<file path="config.mk">
export PLATFORM = sky130hd
export DESIGN_NAME = power_state_sequencer
export DESIGN_NICKNAME = d
export VERILOG_FILES = /design/src/pwr_pkg.sv /design/src/rtc_recovery_mem.sv /design/src/power_state_sequencer.sv
export SDC_FILE = /design/constraint.sdc
export NUM_CORES = 1
export LEC_CHECK = 0
export BUFFER_PORTS_ARGS = -buffer_cell sky130_fd_sc_hd__buf_2
export CORE_ASPECT_RATIO = 1.25
export CORE_MARGIN = 1.5
export CORE_UTILIZATION = 38
export DETAILED_ROUTE_END_ITERATION = 12
export HOLD_SLACK_MARGIN = 0.1
export PLACE_DENSITY = 0.5
export SETUP_SLACK_MARGIN = 0.15
export SYNTH_ARGS = -nofsm -noshare
export SYNTH_HDL_FRONTEND = slang
export SYNTH_HIERARCHICAL = 1
export SYNTH_SLANG_ARGS = --single-unit
export TNS_END_PERCENT = 1
</file>
<file path="constraint.sdc">
create_clock -name clk -period 3.8 [get_ports clk]
set_input_delay 0.38 -clock clk [delete_from_list [all_inputs] [get_ports clk]]
set_output_delay 0.38 -clock clk [all_outputs]
set_load 0.02 [all_outputs]
</file>
<file path="src/pwr_pkg.sv">
// Package: states, sequencing counts and carrier structs for the power sequencer
package pwr_pkg;
   // Power states of the chip
   typedef enum logic [2:0] {
      ST_OFF,
      ST_RTC_ONLY,
      ST_SLEEP,
      ST_WAKEUP,
      ST_ON
   } pwr_state_t;

   // Number of gated blocks behind the clock control register
   localparam int unsigned NUM_BLOCKS = 8;
   // Recovery memory geometry
   localparam int unsigned REC_DEPTH = 16;
   localparam int unsigned REC_AW = 4;
   localparam int unsigned REC_DW = 32;

   // Settling times in ns, and the derived cycle counts at 100 MHz
   localparam int unsigned CLK_PERIOD_NS = 10;
   localparam int unsigned XTAL_SETTLE_NS = 1000;
   localparam int unsigned PLL_LOCK_NS = 500;
   localparam int unsigned XTAL_SETTLE_CYC = (XTAL_SETTLE_NS + CLK_PERIOD_NS - 1) / CLK_PERIOD_NS;
   localparam int unsigned PLL_LOCK_CYC = (PLL_LOCK_NS + CLK_PERIOD_NS - 1) / CLK_PERIOD_NS;
   localparam int unsigned CNT_W = 8;

   // Reset values
   localparam logic [NUM_BLOCKS-1:0] CLK_CTRL_RST = 8'h00;

   // Wakeup event sources
   typedef struct packed {
      logic mac;
      logic host;
      logic rtc_timer;
      logic ext_irq;
   } wake_src_t;

   // Power and clock controls driven towards the analog and clock tree
   typedef struct packed {
      logic rtc_pwr_en;
      logic main_pwr_en;
      logic xtal_en;
      logic pll_en;
      logic hs_clk_run;
   } pwr_ctrl_t;
endpackage

</file>
<file path="src/rtc_recovery_mem.sv">
// Recovery memory in the always-on RTC domain
`timescale 1ns/1ps
`default_nettype none
module rtc_recovery_mem (
   input wire logic clk,
   input wire logic resetn,
   input wire logic rtc_pwr_en,
   input wire logic wr_en,
   input wire logic [pwr_pkg::REC_AW-1:0] addr,
   input wire logic [pwr_pkg::REC_DW-1:0] wdata,
   output logic [pwr_pkg::REC_DW-1:0] rdata
);
   logic [pwr_pkg::REC_DW-1:0] mem_q [pwr_pkg::REC_DEPTH];
   logic [pwr_pkg::REC_DW-1:0] rdata_q;

   // Contents survive every state that keeps the RTC powered; only off and reset clear them
   always_ff @(posedge clk) begin
      if (!resetn || !rtc_pwr_en) begin
         for (int i = 0; i < pwr_pkg::REC_DEPTH; i++) begin
            mem_q[i] <= '0;
         end
         rdata_q <= '0;
      end else begin
         if (wr_en) begin
            mem_q[addr] <= wdata;
         end
         rdata_q <= mem_q[addr];
      end
   end

   assign rdata = rdata_q;
endmodule
`default_nettype wire

</file>
<file path="src/power_state_sequencer.sv">
// Chip power state sequencer: off, rtc-only, sleep, wakeup and on
//
// Notes on behaviour
// - Power-down pin low forces off, clears all.
// - Rtc_only_powered_state powers only the RTC domain.
// - RTC recovery memory retained through rtc_only_powered_state.
// - Sleep keeps RTC running, oscillator disabled.
// - Any wakeup event moves sleep to wakeup.
// - Wakeup enables oscillator and PLLs before on.
// - Sleep states reach on only through wakeup.
// - On state gates clock per control bit.
// - Blocks gate finer; core stops on wait.
`timescale 1ns/1ps
`default_nettype none
module power_state_sequencer (
   input wire logic clk,
   input wire logic resetn,
   input wire logic chip_power_down_pin,
   input wire pwr_pkg::wake_src_t wake_src,
   input wire logic req_sleep,
   input wire logic req_rtc_only,
   input wire logic clk_ctrl_we,
   input wire logic [pwr_pkg::NUM_BLOCKS-1:0] clk_ctrl_wdata,
   input wire logic [pwr_pkg::NUM_BLOCKS-1:0] block_gate_req,
   input wire logic wait_for_interrupt_instr,
   input wire logic core_irq,
   input wire logic rec_wr_en,
   input wire logic [pwr_pkg::REC_AW-1:0] rec_addr,
   input wire logic [pwr_pkg::REC_DW-1:0] rec_wdata,
   output logic [pwr_pkg::REC_DW-1:0] rec_rdata,
   output pwr_pkg::pwr_ctrl_t pwr_ctrl,
   output logic [pwr_pkg::NUM_BLOCKS-1:0] block_clk_en,
   output logic core_clk_en,
   output pwr_pkg::pwr_state_t state
);
   ////////////////////////////////////////////////////////////////////////
   // Pin and event synchronisers
   logic pd_meta_q, pd_sync_q;
   pwr_pkg::wake_src_t wake_meta_q, wake_sync_q;

   // Two flops before any logic looks at the asynchronous inputs
   always_ff @(posedge clk) begin
      if (!resetn) begin
         pd_meta_q <= 1'b0;
         pd_sync_q <= 1'b0;
         wake_meta_q <= '0;
         wake_sync_q <= '0;
      end else begin
         pd_meta_q <= chip_power_down_pin;
         pd_sync_q <= pd_meta_q;
         wake_meta_q <= wake_src;
         wake_sync_q <= wake_meta_q;
      end
   end

   ////////////////////////////////////////////////////////////////////////
   // State machine
   pwr_pkg::pwr_state_t state_q, state_d;
   logic [pwr_pkg::CNT_W-1:0] cnt_q, cnt_d;
   logic xtal_q, xtal_d;
   logic pll_q, pll_d;

   wire powered_down = !pd_sync_q;
   wire any_wake = |wake_sync_q;
   wire xtal_ready = (cnt_q == pwr_pkg::CNT_W'(pwr_pkg::XTAL_SETTLE_CYC - 1));
   wire pll_ready = (cnt_q == pwr_pkg::CNT_W'(pwr_pkg::PLL_LOCK_CYC - 1));

   // Next state and oscillator bring-up sequencing
   always_comb begin
      state_d = state_q;
      cnt_d = cnt_q;
      xtal_d = xtal_q;
      pll_d = pll_q;
      case (state_q)
         pwr_pkg::ST_OFF: begin
            xtal_d = 1'b0;
            pll_d = 1'b0;
            cnt_d = '0;
            if (!powered_down) begin
               state_d = pwr_pkg::ST_WAKEUP;
            end
         end
         pwr_pkg::ST_RTC_ONLY, pwr_pkg::ST_SLEEP: begin
            xtal_d = 1'b0;
            pll_d = 1'b0;
            cnt_d = '0;
            if (any_wake) begin
               state_d = pwr_pkg::ST_WAKEUP;
            end
         end
         pwr_pkg::ST_WAKEUP: begin
            // Oscillator first, PLLs once it settles, then on
            if (!xtal_q) begin
               xtal_d = 1'b1;
               cnt_d = '0;
            end else if (!pll_q) begin
               if (xtal_ready) begin
                  pll_d = 1'b1;
                  cnt_d = '0;
               end else begin
                  cnt_d = cnt_q + 1'b1;
               end
            end else if (pll_ready) begin
               state_d = pwr_pkg::ST_ON;
               cnt_d = '0;
            end else begin
               cnt_d = cnt_q + 1'b1;
            end
         end
         pwr_pkg::ST_ON: begin
            // Rtc_only_powered_state takes priority when both are requested
            if (req_rtc_only) begin
               state_d = pwr_pkg::ST_RTC_ONLY;
            end else if (req_sleep) begin
               state_d = pwr_pkg::ST_SLEEP;
            end
            // Oscillator and PLLs drop with the state, else sleep starts one cycle with them on
            if (req_rtc_only || req_sleep) begin
               xtal_d = 1'b0;
               pll_d = 1'b0;
               cnt_d = '0;
            end
         end
         default: begin
            state_d = pwr_pkg::ST_OFF;
         end
      endcase
      if (powered_down) begin
         state_d = pwr_pkg::ST_OFF;
         cnt_d = '0;
         xtal_d = 1'b0;
         pll_d = 1'b0;
      end
   end

   always_ff @(posedge clk) begin
      if (!resetn) begin
         state_q <= pwr_pkg::ST_OFF;
         cnt_q <= '0;
         xtal_q <= 1'b0;
         pll_q <= 1'b0;
      end else begin
         state_q <= state_d;
         cnt_q <= cnt_d;
         xtal_q <= xtal_d;
         pll_q <= pll_d;
      end
   end

   ////////////////////////////////////////////////////////////////////////
   // Clock control register, cleared whenever the chip is off
   logic [pwr_pkg::NUM_BLOCKS-1:0] clk_ctrl_q;
   wire main_on = (state_d == pwr_pkg::ST_ON);

   always_ff @(posedge clk) begin
      if (!resetn || powered_down) begin
         clk_ctrl_q <= pwr_pkg::CLK_CTRL_RST;
      end else if (clk_ctrl_we) begin
         clk_ctrl_q <= clk_ctrl_wdata;
      end
   end

   ////////////////////////////////////////////////////////////////////////
   // Power and clock outputs, all registered
   pwr_pkg::pwr_ctrl_t ctrl_d, ctrl_q;
   logic [pwr_pkg::NUM_BLOCKS-1:0] blk_en_d, blk_en_q;
   logic core_en_q, core_en_d;

   // Main rail stays up in light sleep; only rtc_only_powered_state and off drop it
   assign ctrl_d.rtc_pwr_en = (state_d != pwr_pkg::ST_OFF);
   assign ctrl_d.main_pwr_en = (state_d == pwr_pkg::ST_SLEEP) || (state_d == pwr_pkg::ST_WAKEUP)
      || main_on;
   assign ctrl_d.xtal_en = xtal_d;
   assign ctrl_d.pll_en = pll_d;
   assign ctrl_d.hs_clk_run = main_on;

   // Per-block gating on top of the control register
   genvar g;
   generate
      for (g = 0; g < pwr_pkg::NUM_BLOCKS; g++) begin : g_blk
         assign blk_en_d[g] = main_on && clk_ctrl_q[g] && !block_gate_req[g];
      end
   endgenerate

   // Core clock parks on wait and resumes on an interrupt or wake event
   always_comb begin
      core_en_d = core_en_q;
      if (!main_on) begin
         core_en_d = 1'b0;
      end else if (core_irq || any_wake) begin
         core_en_d = 1'b1;
      end else if (wait_for_interrupt_instr) begin
         core_en_d = 1'b0;
      end else if (state_q != pwr_pkg::ST_ON) begin
         core_en_d = 1'b1;
      end
   end

   always_ff @(posedge clk) begin
      if (!resetn) begin
         ctrl_q <= '0;
         blk_en_q <= '0;
         core_en_q <= 1'b0;
      end else begin
         ctrl_q <= ctrl_d;
         blk_en_q <= blk_en_d;
         core_en_q <= core_en_d;
      end
   end

   ////////////////////////////////////////////////////////////////////////
   // Recovery memory on the always-on rail
   wire rec_we = rec_wr_en && (state_q == pwr_pkg::ST_ON);

   rtc_recovery_mem u_rec (
      .clk(clk),
      .resetn(resetn),
      .rtc_pwr_en(ctrl_q.rtc_pwr_en),
      .wr_en(rec_we),
      .addr(rec_addr),
      .wdata(rec_wdata),
      .rdata(rec_rdata)
   );

   assign pwr_ctrl = ctrl_q;
   assign block_clk_en = blk_en_q;
   assign core_clk_en = core_en_q;
   assign state = state_q;
endmodule
`default_nettype wire

</file>
==> results of run 1 <==
path summary, 6_finish.rpt:
path,startpoint,endpoint,slack (ps),cells after the start
worst min-delay path,req_rtc_only,pwr_ctrl[3]$_SDFF_PN0_,150,4
worst max-delay path,state[1]$_SDFF_PN0_,u_rec/mem_q[4][10]$_SDFFCE_PN0P_,970,6
worst min register to register,wake_meta_q[1]$_SDFF_PN0_,wake_sync_q[1]$_SDFF_PN0_,430,1
worst max register to register,state[1]$_SDFF_PN0_,u_rec/mem_q[4][10]$_SDFFCE_PN0P_,970,6
report_power, final:
group / total [mW] / switching [mW] / internal (mW)
logic: 0.505 / 0.325 / 0.180
clock network: 5.73 / 2.44 / 3.29
registers: 7.05 / 0.0259 / 7.02
total: 13.3 / 2.79 / 10.5
Yosys cell counts (all sizes together):
master,instances,share of area [%]
edfxtp,512,59
dfxtp,75,5.8
o32a,2,0.13
clkbuf,98,1.5
nand4b,1,0.034
o31a,1,0.034
mux4,97,8.6
and2,524,13
xnor2,1,0.034
nand3,4,0.13
a31oi,2,0.048
nor2,51,0.74
ha,2,0.097
o31ai,1,0.048
nand2,9,0.15
or4,1,0.029
nor2b,1,0.024
and3b,2,0.068
o221ai,31,1.0
and3,2,0.048
nand2b,21,0.52
a211oi,3,0.11
o21bai,2,0.058
nor3,9,0.57
or4b,1,0.039
and4b,1,0.039
a221oi,1,0.034
o21ai,8,0.15
nor4,6,0.46
nand4bb,1,0.044
o22ai,31,0.75
a21oi,11,0.21
o2bb2ai,1,0.034
mux2i,40,1.5
or2,1,0.024
or3,6,0.15
nand4,4,0.097
nor4b,10,0.53
inv,3,0.044
buf,48,1.2
mux2,63,2.7
timing repair:
| item | 4_1_cts | 5_1_grt |
|---|---|---|
| endpoints found under the setup margin | 0 | 0 |
| hold buffers | 23 | 0 |
| endpoints found under the hold margin | 22 | 0 |
layer usage:
| metal | vias up | global-route usage (%) |
|---|---|---|
| met5 | - | 0 |
| met4 | 0 | 5.96 |
| met3 | 96 | 2.91 |
| met2 | 330 | 36.7 |
| met1 | 7343 | 24.9 |
| li1 | 6405 | - |
placed cells by master (no fill, tap or decap), drive strengths merged, types with 2 or more instances in the layout:
cell         count
nand3            4
a211oi           3
mux2            63
or3              6
edfxtp         512
nor2            51
nor4b           10
and2           524
inv              4
buf            162
nand2            9
a31oi            2
o221ai          31
and3             2
nor4             6
mux2i           40
a21oi           11
clkbuf         100
mux4            97
o21bai           2
nand4            4
o22ai           31
o21ai            8
dlygate4sd3     23
o32a             2
clkinv           8
dfxtp           75
ha               2
and3b            2
nor3             9
nand2b          21
kinds of logic (layout without fill, tap and decap cells):
group / Yosys count / after routing / share of synthesized area (%)
AO/OA/AOI/OAI: 94 / 94 / 2.66
XOR/XNOR: 1 / 1 / 0.0339
flip-flops: 587 / 587 / 65.2
AND/OR/NAND/NOR: 655 / 655 / 16.4
adder cells (fa/ha/maj): 2 / 2 / 0.0967
buffers and inverters: 149 / 297 / 2.75
multiplexers: 200 / 200 / 12.9
flip-flops by register name (all words and copies together) (netlist names):
register	cells
state	3
u_rec/rdata	32
block_clk_en	8
wake_meta_q	4
pd_meta_q	1
core_clk_en	1
wake_sync_q	4
clk_ctrl_q	8
pd_sync_q	1
pwr_ctrl	5
u_rec/mem_q	512
cnt_q	8
per-stage QoR:
| stage | power (mW) | util, % | cell area (sq um) | hold slack [ps] |
|---|---|---|---|---|
| after floorplan | 7.48 | - | 25900 | 412 |
| after global placement | 7.68 | 40.8 | 27400 | 419 |
| after detailed placement | 7.69 | 40.8 | 27400 | 426 |
| after CTS | 13.4 | 44.0 | 29500 | 117 |
| after global routing | 13.7 | 44.0 | 29500 | 172 |
| final | 13.3 | 44.0 | 29500 | 150 |
area by class of cell:
class                           count  area share, %
Multi-Input combinational cell    952           28.3
Clock buffer                      100           6.27
Inverter                            3         0.0381
Sequential cell                   587           57.2
Clock inverter                      9          0.199
Timing Repair Buffer              185           4.42
Tap cell                          864           3.66
worst register-to-register path: cells and delay by family, from the launching register on:
family | cells | cell delay (ps)
buffers and inverters | 1 | 530
DFF | 1 | 390
and+or+nand+nor | 5 | 1480
==> impl_metrics.ini, run 1 <==
[timing]
hold_viol = 0
slew_headroom_pct = 45.0
rsz0062_at_grt = false
setup_tns_ps = 0
fin_skew_ps = 24.2
fin_crit_ps = 2830
max_freq_ghz = 0.354
setup_viol = 0
slew_viol_final = 0
fin_crit_sh_pct = 74.4
setup_slack_ps = 974
tightest_slew_ps = 826

[setup_path]
cpPeakStageDelay_ps = 530
required_ps = 4040
cp_top_family = simple AND/OR/NAND/NOR gates
cp-end-kind = flip-flop
critPathKind = reg -> reg
path_cells = nor2_1 > and3_1 > nand3_4 > nor4_4 > nand2b_2 > buf_4
path_buf_inv = 1
start_kind = flip-flop
worstPathArrival_ps = 3060
cpMaxStageDelayCell = buf_4
cp_max_fo = 32

[power]
cellLeakagePower_nw = 11.9
vdd.ir_drop.worst_mv = 0.336
powerDensity_mw_per_mm2 = 450

[floorplanning]
start_util_pct = 38.5
core_area_sq_mm = 0.0671
rows = 106
dieHeight_um = 295
dieArea_sq_mm = 0.0697
die_w_um = 236
ios = 114

[run]
maxCapViolCount = 0

[clocking]
numCtsBuffers = 59
postCtsSetupBuffers = 0
clk_latency_ps = 620
htree_levels = 2
cts_num_sinks = 587
cts-root-buf = clkbuf_16
cts_tree = done
clkTransAtPathRegs_ps = 60
cts-root-to-sink-buffers = 3
cts.repair.resized = 0

[synth]
mappedNetlistArea_sq_mm = 0.0259
synth-seq-cells = 587
synthCells = 1688
synth.distinct_cells = 54
syn_avg_cell_area_sq_um = 15.3
synth_fp_nets = 1755
seq_area_frac_synth_pct = 65.2
ys_warn_count = 6

[detailed_routing]
first_pass_iters = 4
routed_wl_um = 69700
met2_length_um = 36400
maxUsedRoutingLayer = met4
detail-route-antenna-nets = 0
drc = 0
dr_total_vias = 14174
routedWlPerCell_um = 25.8
vias_per_cell = 5.25
wirelength_met1_um = 28600
dr_wl_met3_um = 2800
dr.first_iter.drc_count = 967

[cells_and_area]
diodes = 0
fill_cells = 5976
drive_above_1_share_pct = 24.5
multi_input_area_sq_mm = 0.00835
seqCellArea_sq_mm = 0.0169
fin_cells = 2700
nets = 1855
syn2layout_area_growth_pct = 14.1

[place]
port_buffers = 113
gp_congestion = 0.741
dp.cells = 2568
dp_hpwl_um = 39600
preCtsSetupSlack_ps = 994

[global_route]
first_global_vias = 15232
grt_use_total_pct = 20.2
grt_max_degree = 59
grt_overflow = 0
grt_pass1_wl_um = 102000
antenna_found_initial = 2

[outcome]
status = completed

[hold_path]
hold_path.class = in -> reg
No activity file was read; power rests on OpenSTA's default activity.
==> inputs of run 2 (changes only) <==
- clock period: 3.8 -> 2.9 ns (I/O delays scaled with it)
==> run 2 against run 1 <==
Against the previous run:
- final area rose by 1.5%
- critical path depth rose by 1
- worst hold slack improved by 17 ps
- sequential cell count unchanged
- power rose by 34%
- sequential power up 31%
- largest power group unchanged
==> impl_metrics.ini, run 2 (synthesis results as in run 1) <==
[outcome]
status = completed

[detailed_routing]
dr.first_iter.drc_count = 923
routedWlPerCell_um = 25.4
routed_wl_um = 69600
detail-route-antenna-nets = 0
drc = 0
vias_per_cell = 5.27
dr_total_vias = 14455
first_pass_iters = 5

[cells_and_area]
seqCellArea_sq_mm = 0.0169
fin_area_sq_mm = 0.0300
drive_above_1_share_pct = 25.4
nets = 1897
final_common_cell = and2_1
fill_cells = 6021
fin_cells = 2745
top_register = u_rec/mem_q
diodes = 0
multi_input_area_sq_mm = 0.00835
largest_reg_flops = 512
syn2layout_area_growth_pct = 15.8
final_cell_mix = and2_1 (523), edfxtp_1 (512), buf_2 (110)
finish.utilization_pct = 44.7

[floorplanning]
die_w_um = 236
ios = 114
start_util_pct = 38.5
core_area_sq_mm = 0.0671
dieHeight_um = 295
dieArea_sq_mm = 0.0697
rows = 106

[power]
vdd.ir_drop.worst_mv = 0.360
cellLeakagePower_nw = 12.1
powerDensity_mw_per_mm2 = 594

[timing]
max_freq_ghz = 0.389
setup_viol = 0
fin_crit_ps = 2570
rsz0062_at_grt = false
setup_tns_ps = 0
hold_viol = 0
fin_skew_ps = 19.2
fin_crit_sh_pct = 88.6
tightest_slew_ps = 779
slew_viol_final = 0
slew_headroom_pct = 47.9

[clocking]
clk_latency_ps = 600
cts-root-to-sink-buffers = 3
htree_levels = 3
cts_tree = done
numCtsBuffers = 66
postCtsSetupBuffers = 0
cts_num_sinks = 587
cts-root-buf = clkbuf_16
clkTransAtPathRegs_ps = 60

[setup_path]
required_ps = 3200
critPathKind = reg -> reg
reg2reg_from = state[0]$_SDFF_PN0_
reg2reg_to = u_rec/mem_q[14][23]$_SDFFCE_PN0P_
cp_max_fo = 15
rrSetupSlack_ps = 330
cp-end-kind = flip-flop
start_kind = flip-flop
cp-startpoint = state[0]$_SDFF_PN0_
reg2regPathDepth = 7
cp-endpoint = u_rec/mem_q[14][23]$_SDFFCE_PN0P_
worstPathArrival_ps = 2870

[place]
port_buffers = 113
gp_congestion = 0.733
dp_hpwl_um = 41000
dp.cells = 2594
dpl-instance-area_sq_mm = 0.0276

[run]
maxCapViolCount = 0

[global_route]
grt_use_total_pct = 20.4
first_global_vias = 15455
grt_max_degree = 79
antenna_found_initial = 2
grt_pass1_wl_um = 103000
grt_overflow = 0

[hold_path]
hold_path.class = in -> reg
[run 2: per-stage QoR]
stage / power, mW / hold WS (ps) / setup slack (ps)
2_1_floorplan: 9.80 / 361 / 60.2
3_3_place_gp: 10.1 / 425 / 332
3_5_place_dp: 10.1 / 422 / 304
4_1_cts: 18.1 / 126 / 286
5_1_grt: 18.4 / 185 / 158
6_report: 17.8 / 167 / 330
[run 2: what timing repair did]
| item | CTS | global route |
|---|---|---|
| hold endpoints to repair | 24 | 0 |
| hold buffers | 32 | 0 |
| gates resized for setup | 0 | 0 |
[run 2: worst min-delay path by stage]
| stage | cells past startpoint | from | to | slack [ps] |
|---|---|---|---|---|
| after floorplan | 1 | block_gate_req[1] | block_clk_en[1]$_SDFF_PN0_ | 360 |
| after global placement | 1 | wake_meta_q[2]$_SDFF_PN0_ | wake_sync_q[2]$_SDFF_PN0_ | 430 |
| after detailed placement | 1 | pd_meta_q$_SDFF_PN0_ | pd_sync_q$_SDFF_PN0_ | 420 |
| after CTS | 4 | req_sleep | state[1]$_SDFF_PN0_ | 130 |
| after global routing | 2 | rec_wdata[11] | u_rec/mem_q[0][11]$_SDFFCE_PN0P_ | 190 |
| final | 2 | rec_wdata[20] | u_rec/mem_q[13][20]$_SDFFCE_PN0P_ | 170 |
[run 2: final cells by class]
cell class | count | share of cell area [%]
Sequential cell | 587 | 56.3
Multi-Input combinational cell | 952 | 27.9
Clock buffer | 95 | 6.22
Timing Repair Buffer | 220 | 5.47
Tap cell | 864 | 3.61
Clock inverter | 24 | 0.505
Inverter | 3 | 0.0376
[run 2: where the power goes]
part	internal (mW)	switching [mW]	total [mW]
Clock	4.50	3.37	7.88
Combinational	0.258	0.437	0.696
Sequential	9.20	0.0329	9.24
[run 2: worst max-delay path, stage by stage, from the launching register on]
cell and delay, ps:
dfxtp_1 380, nor2_1 220, and3_1 290, nand3_4 360, buf_4 310, nor3_4 180, nand2b_2 270, buf_4 240
[run 2: layer usage]
metal | vias to the layer above | track usage, % | routed length [um]
met5 | - | 0 | 0
met1 | 7507 | 25.9 | 29600
li1 | 6499 | - | -
met4 | 0 | 6.91 | 1620
met3 | 89 | 3.22 | 3350
met2 | 360 | 35.4 | 35100
